File: src/serial2_pkg.sv
// shared constants and carrier types for the second serial port configuration block
package serial2_pkg;

    // bus widths and register index slice of the byte address
    localparam int ADDR_W  = 12;
    localparam int DATA_W  = 32;
    localparam int IDX_LSB = 2;
    localparam int IDX_MSB = 9;

    // register indices; byte address is four times the index
    localparam logic [7:0] IDX_BAUD_CONFIG  = 8'h8f;
    localparam logic [7:0] IDX_IRQ_ENABLE   = 8'hb1;
    localparam logic [7:0] IDX_PRIO_LOW     = 8'hb2;
    localparam logic [7:0] IDX_PRIO_HIGH    = 8'hb3;
    localparam logic [7:0] IDX_ADDR_MASK    = 8'hba;
    localparam logic [7:0] IDX_INDIV_ADDR   = 8'haa;
    localparam logic [7:0] IDX_PORT_CONTROL = 8'h98;
    localparam logic [7:0] IDX_IRQ_STATUS   = 8'hc0;
    localparam logic [7:0] IDX_IRQ_MASK     = 8'hc1;

    // baud configuration fields; only the upper nibble is stored
    localparam int BAUD_DOUBLE_BIT = 7;
    localparam int TOP_SEL_BIT     = 6;
    localparam int RX_SRC_BIT      = 5;
    localparam int TX_SRC_BIT      = 4;
    localparam int BAUD_CFG_LSB    = 4;

    // single-bit enable and priority registers
    localparam int IRQ_ENABLE_BIT = 0;
    localparam int PRIO_BIT       = 0;

    // port control fields
    localparam int PC_TOP_BIT   = 7;
    localparam int PC_MODE1_BIT = 6;
    localparam int PC_MULTI_BIT = 5;
    localparam int PC_RXEN_BIT  = 4;
    localparam int PC_TB8_BIT   = 3;
    localparam int PC_TI_BIT    = 1;
    localparam int PC_RI_BIT    = 0;

    // interrupt status and mask fields
    localparam int ST_W     = 3;
    localparam int ST_TX    = 0;
    localparam int ST_RX    = 1;
    localparam int ST_FE    = 2;

    // reset values
    localparam logic [7:0]      ADDR_MASK_RST  = 8'h00;
    localparam logic [7:0]      INDIV_ADDR_RST = 8'h00;
    localparam logic [3:0]      BAUD_CFG_RST   = 4'h0;
    localparam logic [6:0]      PC_LOW_RST     = 7'h00;
    localparam logic [ST_W-1:0] STATUS_RST     = 3'h0;

    // serial operating modes
    typedef enum logic [1:0] {
        MODE_SHIFT = 2'h0,
        MODE_UART8 = 2'h1,
        MODE_UART9 = 2'h2,
        MODE_UART9V = 2'h3
    } serial_mode_t;

    // apb request from the master
    typedef struct packed {
        logic              psel;
        logic              penable;
        logic              pwrite;
        logic [ADDR_W-1:0] paddr;
        logic [DATA_W-1:0] pwdata;
        logic [3:0]        pstrb;
    } apb_req_t;

    // apb answer to the master
    typedef struct packed {
        logic              pready;
        logic [DATA_W-1:0] prdata;
        logic              pslverr;
    } apb_rsp_t;

endpackage : serial2_pkg

File: src/baud_tick_select.sv
// baud tick source selection and optional halving for one direction
module baud_tick_select (
    // clock and reset
    input  wire logic ref_clk_in,
    input  wire logic rstn_in,
    // timer overflow pulses
    input  wire logic timer1_ovf_in,
    input  wire logic timer2_ovf_in,
    // configuration
    input  wire logic use_timer2_in,
    input  wire logic active_in,
    input  wire logic double_in,
    // baud tick
    output logic      tick_out
);

    typedef struct packed {
        logic half;
        logic tick;
    } sel_state_t;

    sel_state_t s;
    sel_state_t next_s;

    // pick the overflow source; timer 1 is halved unless doubling is on
    always_comb begin
        next_s      = s;
        next_s.tick = 1'b0;
        if (!active_in) begin
            next_s.half = 1'b0;
        end else if (use_timer2_in) begin
            next_s.tick = timer2_ovf_in;
        end else if (timer1_ovf_in) begin
            if (double_in) begin
                next_s.tick = 1'b1;
            end else begin
                next_s.tick = s.half;
                next_s.half = ~s.half;
            end
        end
    end

    // state register
    always_ff @(posedge ref_clk_in or negedge rstn_in) begin
        if (!rstn_in) begin
            s <= '0;
        end else begin
            s <= next_s;
        end
    end

    assign tick_out = s.tick;

endmodule : baud_tick_select

File: src/second_serial_port_config.sv
// configuration, baud selection, address mask and interrupt control of the second serial port
module second_serial_port_config (
    // clock and reset
    input  wire logic                     ref_clk_in,
    input  wire logic                     rstn_in,
    // register bus
    input  wire serial2_pkg::apb_req_t    apb_in,
    output serial2_pkg::apb_rsp_t         apb_out,
    // events and data from the shift datapath
    input  wire logic                     tx_done_in,
    input  wire logic                     rx_done_in,
    input  wire logic                     framing_err_in,
    input  wire logic [7:0]               rx_addr_in,
    // timer overflow pulses
    input  wire logic                     timer1_ovf_in,
    input  wire logic                     timer2_ovf_in,
    // baud ticks and configuration to the datapath
    output logic                          rx_baud_tick_out,
    output logic                          tx_baud_tick_out,
    output logic                          baud_double_out,
    output serial2_pkg::serial_mode_t     serial_mode_out,
    output logic                          multiproc_out,
    output logic                          rx_enable_out,
    output logic                          tx_bit8_out,
    // address recognition
    output logic [7:0]                    given_addr_out,
    output logic                          addr_match_out,
    // interrupt controller and interrupt line
    output logic                          irq_request_out,
    output logic [1:0]                    irq_priority_out,
    output logic                          irq_out
);

    typedef struct packed {
        logic [7:0]                  addr_mask;
        logic [7:0]                  indiv_addr;
        logic [3:0]                  baud_cfg;
        logic                        irq_en;
        logic                        prio_low;
        logic                        prio_high;
        logic                        mode0;
        logic                        fe;
        logic [6:0]                  pc_low;
        logic [serial2_pkg::ST_W-1:0] status;
        logic [serial2_pkg::ST_W-1:0] mask;
        serial2_pkg::apb_rsp_t       rsp;
        logic [7:0]                  given_addr;
        logic                        addr_match;
        logic                        irq_req;
        logic                        irq;
    } cfg_state_t;

    cfg_state_t s;
    cfg_state_t next_s;

    logic [7:0]                   idx;
    logic                         addr_ok;
    logic                         setup;
    logic                         wr;
    logic [7:0]                   wdata;
    logic [7:0]                   rd_val;
    logic                         rd_hit;
    logic [serial2_pkg::ST_W-1:0] events;
    logic                         double_bit;
    logic                         top_sel;
    logic                         uart_timed;

    // bus decode; only aligned words inside the index window are mapped
    assign idx     = apb_in.paddr[serial2_pkg::IDX_MSB:serial2_pkg::IDX_LSB];
    assign addr_ok = (apb_in.paddr[serial2_pkg::ADDR_W-1:serial2_pkg::IDX_MSB+1] == '0)
                   && (apb_in.paddr[serial2_pkg::IDX_LSB-1:0] == '0);
    assign setup   = apb_in.psel & ~apb_in.penable;
    assign wr      = apb_in.psel & apb_in.penable & s.rsp.pready & apb_in.pwrite & apb_in.pstrb[0];
    assign wdata   = apb_in.pwdata[7:0];

    // frequently used configuration bits
    assign double_bit = s.baud_cfg[serial2_pkg::BAUD_DOUBLE_BIT-serial2_pkg::BAUD_CFG_LSB];
    assign top_sel    = s.baud_cfg[serial2_pkg::TOP_SEL_BIT-serial2_pkg::BAUD_CFG_LSB];
    assign uart_timed = s.pc_low[serial2_pkg::PC_MODE1_BIT];   // modes 1 and 3 use timer ticks
    assign events     = {framing_err_in, rx_done_in, tx_done_in};

    // read multiplexer; reserved bits read as zero except port control bit 2, which reads back as written
    always_comb begin
        rd_val = 8'h00;
        rd_hit = addr_ok;
        case (idx)
            serial2_pkg::IDX_BAUD_CONFIG: begin
                rd_val = {s.baud_cfg, 4'h0};
            end
            serial2_pkg::IDX_IRQ_ENABLE: begin
                rd_val[serial2_pkg::IRQ_ENABLE_BIT] = s.irq_en;
            end
            serial2_pkg::IDX_PRIO_LOW: begin
                rd_val[serial2_pkg::PRIO_BIT] = s.prio_low;
            end
            serial2_pkg::IDX_PRIO_HIGH: begin
                rd_val[serial2_pkg::PRIO_BIT] = s.prio_high;
            end
            serial2_pkg::IDX_ADDR_MASK: begin
                rd_val = s.addr_mask;
            end
            serial2_pkg::IDX_INDIV_ADDR: begin
                rd_val = s.indiv_addr;
            end
            serial2_pkg::IDX_PORT_CONTROL: begin
                rd_val = {(top_sel ? s.fe : s.mode0), s.pc_low};
            end
            serial2_pkg::IDX_IRQ_STATUS: begin
                rd_val[serial2_pkg::ST_W-1:0] = s.status;
            end
            serial2_pkg::IDX_IRQ_MASK: begin
                rd_val[serial2_pkg::ST_W-1:0] = s.mask;
            end
            default: begin
                rd_hit = 1'b0;
            end
        endcase
    end

    // next state: bus answer, register writes, hardware flag sets
    always_comb begin
        next_s = s;
        next_s.rsp.pready = setup;
        if (setup) begin
            next_s.rsp.prdata  = {{(serial2_pkg::DATA_W-8){1'b0}}, rd_hit ? rd_val : 8'h00};
            next_s.rsp.pslverr = ~rd_hit;
        end
        if (wr && addr_ok) begin
            case (idx)
                serial2_pkg::IDX_BAUD_CONFIG: begin
                    next_s.baud_cfg = wdata[7:serial2_pkg::BAUD_CFG_LSB];
                end
                serial2_pkg::IDX_IRQ_ENABLE: begin
                    next_s.irq_en = wdata[serial2_pkg::IRQ_ENABLE_BIT];
                end
                serial2_pkg::IDX_PRIO_LOW: begin
                    next_s.prio_low = wdata[serial2_pkg::PRIO_BIT];
                end
                serial2_pkg::IDX_PRIO_HIGH: begin
                    next_s.prio_high = wdata[serial2_pkg::PRIO_BIT];
                end
                serial2_pkg::IDX_ADDR_MASK: begin
                    next_s.addr_mask = wdata;
                end
                serial2_pkg::IDX_INDIV_ADDR: begin
                    next_s.indiv_addr = wdata;
                end
                serial2_pkg::IDX_PORT_CONTROL: begin
                    next_s.pc_low = wdata[6:0];
                    if (top_sel) begin
                        next_s.fe = wdata[serial2_pkg::PC_TOP_BIT];
                    end else begin
                        next_s.mode0 = wdata[serial2_pkg::PC_TOP_BIT];
                    end
                end
                serial2_pkg::IDX_IRQ_STATUS: begin
                    next_s.status = s.status & ~wdata[serial2_pkg::ST_W-1:0];
                end
                serial2_pkg::IDX_IRQ_MASK: begin
                    next_s.mask = wdata[serial2_pkg::ST_W-1:0];
                end
                default: begin
                    next_s.status = next_s.status;
                end
            endcase
        end
        // hardware sets are applied last so they win over a software clear
        if (tx_done_in) begin
            next_s.pc_low[serial2_pkg::PC_TI_BIT] = 1'b1;
        end
        if (rx_done_in) begin
            next_s.pc_low[serial2_pkg::PC_RI_BIT] = 1'b1;
        end
        if (framing_err_in) begin
            next_s.fe = 1'b1;
        end
        next_s.status = next_s.status | events;
        // derived outputs, registered
        next_s.given_addr = s.indiv_addr & s.addr_mask;
        next_s.addr_match = ((rx_addr_in ^ s.indiv_addr) & s.addr_mask) == 8'h00;
        next_s.irq_req    = s.irq_en & (s.pc_low[serial2_pkg::PC_TI_BIT]
                                      | s.pc_low[serial2_pkg::PC_RI_BIT]);
        next_s.irq        = |(s.status & s.mask);
    end

    // state register with reset values
    always_ff @(posedge ref_clk_in or negedge rstn_in) begin
        if (!rstn_in) begin
            s            <= '0;
            s.addr_mask  <= serial2_pkg::ADDR_MASK_RST;
            s.indiv_addr <= serial2_pkg::INDIV_ADDR_RST;
            s.baud_cfg   <= serial2_pkg::BAUD_CFG_RST;
            s.irq_en     <= 1'b0;
            s.prio_low   <= 1'b0;
            s.prio_high  <= 1'b0;
            s.pc_low     <= serial2_pkg::PC_LOW_RST;
            s.status     <= serial2_pkg::STATUS_RST;
            s.mask       <= serial2_pkg::STATUS_RST;
        end else begin
            s <= next_s;
        end
    end

    // receive tick: timer 2 or timer 1 in modes 1 and 3
    baud_tick_select rx_sel (
        .ref_clk_in    (ref_clk_in),
        .rstn_in       (rstn_in),
        .timer1_ovf_in (timer1_ovf_in),
        .timer2_ovf_in (timer2_ovf_in),
        .use_timer2_in (s.baud_cfg[serial2_pkg::RX_SRC_BIT-serial2_pkg::BAUD_CFG_LSB]),
        .active_in     (uart_timed),
        .double_in     (double_bit),
        .tick_out      (rx_baud_tick_out)
    );

    // transmit tick: timer 2 or timer 1 in modes 1 and 3
    baud_tick_select tx_sel (
        .ref_clk_in    (ref_clk_in),
        .rstn_in       (rstn_in),
        .timer1_ovf_in (timer1_ovf_in),
        .timer2_ovf_in (timer2_ovf_in),
        .use_timer2_in (s.baud_cfg[serial2_pkg::TX_SRC_BIT-serial2_pkg::BAUD_CFG_LSB]),
        .active_in     (uart_timed),
        .double_in     (double_bit),
        .tick_out      (tx_baud_tick_out)
    );

    // rate select for the datapath in modes 1, 2 and 3; held low in mode 0
    logic double_q;
    always_ff @(posedge ref_clk_in or negedge rstn_in) begin
        if (!rstn_in) begin
            double_q <= 1'b0;
        end else begin
            double_q <= double_bit & (s.mode0 | s.pc_low[serial2_pkg::PC_MODE1_BIT]);
        end
    end

    // output assignments, all from flip-flops
    assign apb_out          = s.rsp;
    assign baud_double_out  = double_q;
    assign serial_mode_out  = serial2_pkg::serial_mode_t'({s.mode0, s.pc_low[serial2_pkg::PC_MODE1_BIT]});
    assign multiproc_out    = s.pc_low[serial2_pkg::PC_MULTI_BIT];
    assign rx_enable_out    = s.pc_low[serial2_pkg::PC_RXEN_BIT];
    assign tx_bit8_out      = s.pc_low[serial2_pkg::PC_TB8_BIT];
    assign given_addr_out   = s.given_addr;
    assign addr_match_out   = s.addr_match;
    assign irq_request_out  = s.irq_req;
    assign irq_priority_out = {s.prio_high, s.prio_low};
    assign irq_out          = s.irq;

    logic rd_pc;
    logic rd_bc;
    assign rd_pc = setup && !apb_in.pwrite && addr_ok && idx == serial2_pkg::IDX_PORT_CONTROL;
    assign rd_bc = setup && !apb_in.pwrite && addr_ok && idx == serial2_pkg::IDX_BAUD_CONFIG;
endmodule : second_serial_port_config

File: config.mk
export PLATFORM = sky130hd
export DESIGN_NAME = second_serial_port_config
export DESIGN_NICKNAME = d
export VERILOG_FILES = /design/src/serial2_pkg.sv /design/src/baud_tick_select.sv /design/src/second_serial_port_config.sv
export SDC_FILE = /design/constraint.sdc
export NUM_CORES = 1
export LEC_CHECK = 0
export BUFFER_PORTS_ARGS = -buffer_cell sky130_fd_sc_hd__clkbuf_2
export CORE_AREA = 5 5 113 88
export CTS_CLUSTER_DIAMETER = 60
export CTS_CLUSTER_SIZE = 40
export DETAILED_ROUTE_END_ITERATION = 6
export DIE_AREA = 0 0 118 93
export GPL_TIMING_DRIVEN = 0
export PLACE_DENSITY = 0.73
export SYNTH_ARGS = -nofsm -noshare
export SYNTH_HDL_FRONTEND = slang
export SYNTH_HIERARCHICAL = 1
export SYNTH_SLANG_ARGS = --single-unit
File: constraint.sdc
create_clock -name ref_clk_in -period 2.15 [get_ports ref_clk_in]
set_input_delay 0.43 -clock ref_clk_in [delete_from_list [all_inputs] [get_ports ref_clk_in]]
set_output_delay 0.43 -clock ref_clk_in [all_outputs]
set_load 0.02 [all_outputs]
**Word level (Yosys, flattened, before mapping)**

Cells that the tools add are included.

- Reduce and logical (&&, ||, !) cells: 28
- Equal/unequal tests: 13
- Multiplexer cells: 28
- Bitwise operators: 21

Operators by type and width:

| kind | count |
|---|---|
| $eq 8x8->1 const B | 9 |
| $pmux 5 s4 | 1 |
| $reduce_and 2->1 | 10 |
| $mux 1 | 18 |
| $and 8x8->8 | 2 |
| $mux 8 | 2 |
| $mux 14 | 1 |
| $reduce_bool 2->1 | 7 |
| $reduce_and 3->1 | 4 |
| $pmux 2 s5 | 1 |
| $reduce_or 9->1 | 1 |
| $logic_not 8->1 | 1 |
| $ne 2x2->1 const B | 4 |
| $pmux 1 s8 | 1 |
| $xor 8x8->8 | 1 |
| $and 1x1->1 | 7 |
| $and 3x3->3 | 2 |
| $mux 3 | 2 |
| $not 1->1 | 5 |
| $logic_not 2->1 | 2 |
| $mux 2 | 2 |
| $not 3->3 | 1 |
| $or 3x3->3 | 1 |
| $reduce_or 3->1 | 1 |
| other kinds (2) | 4 |

- Output and inout port bits: 55
- Word-level logic and storage cells: 115
- Flip-flop bits (word level): 64

**Depth between registers and ports, before layout**

- Depth after elaboration: 7
- Gate-level depth with buffers: 7
- Gate-level depth less buffers: 6

**Modules after synthesis**

Netlist, hierarchy kept.

Modules (own cells, without submodules):

| module | sequential area each (um^2) | times used | area each (um^2) | cells each |
|---|---|---|---|---|
| second_serial_port_config | 1,501.4 | 1 | 3,194.3 | 275 |
| baud_tick_select | 50.0 | 2 | 97.6 | 9 |

**Least setup slack after synthesis**

No wires, ideal clock.

- Path type: input -> register
- Start: input apb_in[38] in the netlist's numbering
- End: register s[75] in the netlist's numbering
- Setup time: 0.125 ns
- Setup slack: 0.270 ns
- Data arrival time: 1.755 ns
- Stages on the path: 7
- Cell sequence: buf_4 > and4bb_2 > and2_1 > buf_2 > nor2b_4 > buf_6 > mux2_2

- Cells in the longest elaborated chain, start to end: 2

Ends and longest elaborated chain:

| what | RTL line | source |
|---|---|---|
| from (decl) | second_serial_port_config.sv:7 | `input wire serial2_pkg::apb_req_t apb_in,` |
| $eq 8x8->1 | second_serial_port_config.sv:129 | `case (idx)` |
| $reduce_and 2->1 (no line) | -- |  |
| to (signal assigned) | second_serial_port_config.sv:200 | `s <= next_s;` |
| to (decl) | second_serial_port_config.sv:53 | `cfg_state_t s;` |

No other way between the ends.
A chain may end at the register's enable or synchronous reset.

**Worst setup path in the final report**

- Start: input apb_in[44] in the netlist's numbering
- End: register s[64] in the netlist's numbering

Same word-level chain as after synthesis.

==> flow_metrics.py <==
metrics = {
    "timing": {
        "slew_headroom": 0.423,
        "fin_worst_skew_ps": 4.37,
        "max_freq_mhz": 533,
        "tns_ps": 0,
        "setup_viol": 0,
        "min_period_over_period": 0.872,
        "worst_pin_slew_ps": 865,
        "rsz0062_at_grt": "no",
        "drv_slew": 0,
        "setup_slack_ps": 275,
        "hold_viol_final": 0,
        "final.min_clock_period_ps": 1870,
    },
    "min_path": {
        "hold_class": "in -> async",
    },
    "pwr": {
        "power_switching_mw": 0.591,
        "finalPower_mw": 2.63,
        "leakage_nw": 2.11,
        "power.share.sequential": 0.460,
        "ir_drop_uv": 263,
        "internal_power_mw": 2.04,
        "switching_share": 0.225,
        "pwr-share-clk": 0.465,
        "comb_power_share": 0.075,
        "power_density_nw_per_um2": 627,
    },
    "clock_tree": {
        "holdBufCountCts": 0,
        "clk_pin_slew_worst_paths_ps": 50,
        "tritoncts.num_buffers": 9,
        "clock_path_buffers": 2,
        "cts_setup_buffers": 0,
        "insertion_delay_ps": 330,
        "htree_levels": 3,
        "cts_tree": "built",
        "clockRootBuffer": "clkbuf_16",
        "clkSinkCount": 64,
        "post_cts_resized": 0,
    },
    "route": {
        "drtAntennaViolNets": 0,
        "drtIter0Drc": 197,
        "wl_per_cell_um": 15.7,
        "avgViaCountPerCell": 4.93,
        "routed_wl_mm": 7.94,
        "drt_first_pass_iters": 7,
        "num_vias": 2497,
        "drc": 0,
    },
    "layout": {
        "fillers": 832,
        "diodes": 0,
        "final_cells": 507,
        "drive_gt1_frac": 0.446,
        "multi_input_area_um2": 1460,
        "area_growth_pct": 23.7,
        "nets": 459,
        "seq_area_um2": 1600,
    },
    "die": {
        "die_y_um": 93,
        "die_width_um": 118,
        "die_area_um2": 11000,
        "io_pins": 121,
        "core_um2": 8780,
        "num_rows": 30,
        "start_util": 0.386,
    },
    "synthesis": {
        "ys_warn_count": 6,
        "ys_ff_latch": 64,
        "async_flop_share": 1.00,
        "synth_edf_count": 0,
        "ys_seq_area_frac": 0.472,
        "synthFlopType": "dfrtp_1",
        "syn_inst": 293,
        "synth_cell_types": 54,
        "synth_area_per_cell_um2": 11.6,
        "netlist_area_um2": 3390,
    },
    "status": {
        "outcome": "finished clean",
    },
    "placed_design": {
        "dp_hpwl_mm": 5.96,
        "portBuffers": 66,
        "place_inst": 494,
        "place_ws_ps": -36.2,
        "gp_congestion": 0.838,
    },
    "global_route": {
        "grt_use_total": 0.150,
        "grt_max_degree": 65,
        "grt_overflow": 0,
        "grt_pass1_vias": 2514,
        "grt_pass1_wl_mm": 13.0,
        "antenna_found_initial": 0,
    },
    "setup_path": {
        "worstPathArrival_ps": 2080,
        "worstPathRequired_ps": 2360,
        "startpoint_type": "input pin",
        "end_kind": "flip-flop",
        "worstSetupPathType": "in -> reg",
        "crit_fanout": 7,
    },
    "job": {
        "drv_cap": 0,
    },
}
-- cell families after synthesis --
family | after synthesis | share of synthesized area
compound gates | 48 | 0.107
simple gates | 78 | 0.159
xor+xnor | 10 | 0.0258
other cells | 1 | 0.00111
buf+inv | 58 | 0.122
flops | 64 | 0.473
mux | 34 | 0.112
-- metrics by stage --
stage	utilization	hold WS (ps)	cell area, µm²
2_1_floorplan	-	134	3480
3_3_place_gp	0.449	469	3950
3_5_place_dp	0.450	473	3950
4_1_cts	0.477	273	4190
5_1_grt	0.477	310	4190
6_report	0.477	231	4190
-- path summary, 6_finish.rpt --
path / startpoint / end / slack (ps) / cells after the start
min in group ref_clk_in: tx_done_in / s[52] / 310 / 2
worst min-delay path: rstn_in / given_addr_out[4] / 230 / 1
worst min register to register: apb_out[7] / apb_out[7] / 480 / 2
worst max register to register: apb_out[33] / s[71] / 330 / 4
max in group asynchronous: rstn_in / s[46] / 1340 / 1
worst max-delay path: apb_in[44] / s[64] / 280 / 6
-- worst max-delay path, stage by stage --
cell	delay, ps
clkbuf_2	120
and4bb_2	340
and4_1	190
clkbuf_1	350
and2b_1	300
mux2_2	360
-- power groups by stage --
stage          clock network [mW]  logic [mW]  registers, mW
3_3_place_gp                    0       0.191           1.23
4_1_cts                      1.25       0.197           1.21
5_1_grt                      1.31       0.217           1.21
6_report                     1.22       0.198           1.21
3_5_place_dp                    0       0.196           1.23
2_1_floorplan                   0       0.111           1.23
-- synth_stat cells, types with 3 or more instances --
cell       n  share of area
buf_4     47           0.10
a21o_1     3         0.0066
dfrtp_1   64           0.47
and2_1    16          0.030
inv_1      3         0.0033
a21boi_0   3         0.0066
nor2b_1    3         0.0055
nor3_1     6         0.0089
xor2_1    10          0.026
o21ai_0   11          0.016
nor2_1     7         0.0078
and4bb_2   3          0.011
a222oi_1   9          0.027
buf_2      4         0.0059
mux2_2    31           0.10
a22oi_1    6          0.013
nand2_1   18          0.020
-- cells in the final DEF, fill, tap and decap left out, types with 3 or more instances in the layout --
cell type  Yosys  layout
and2_1        16      16
o21ai_0       11      11
mux2_2        31      31
buf_4         47      47
nor2_1         7       7
a222oi_1       9       9
nand2_1       18      18
clkbuf_1       2       4
xor2_1        10      10
and4bb_2       3       3
a22oi_1        6       6
clkbuf_2       0      65
nor3_1         6       6
conb_1         1      24
dfrtp_1       64      64
nor2b_1        3       3
a21boi_0       3       3
buf_2          4       4
clkbuf_16      0       9
a21o_1         3       3
inv_1          3       3
-- metal layers --
metal	track usage	vias up	wire length (µm)
met1	0.199	1190	3490
met5	0	-	0
met3	0.0665	10	744
met4	0.0420	0	80
met2	0.225	111	3620
li1	-	1186	-
-- sequential cells by signal (all words and copies together) (netlist names) --
signal and flops:
irq_priority_out 2, tx_sel/tick_out 1, multiproc_out 1, rx_sel/s 1, apb_out 10, s 30
addr_match_out 1, rx_sel/tick_out 1, irq_request_out 1, tx_bit8_out 1, irq_out 1, baud_double_out 1
given_addr_out 8, tx_sel/s 1, double_bit 1, serial_mode_out 2, rx_enable_out 1
-- final cells by class --
cell class,instances,area share
well taps,112,0.0334
inverters,3,0.00269
multi-input cells,194,0.348
flip-flops and latches,64,0.382
clock inverters,2,0.00239
repair buffers,66,0.0794
clock buffers,11,0.0555
plain buffers,55,0.0961
Power figures use the tool's default switching activity.
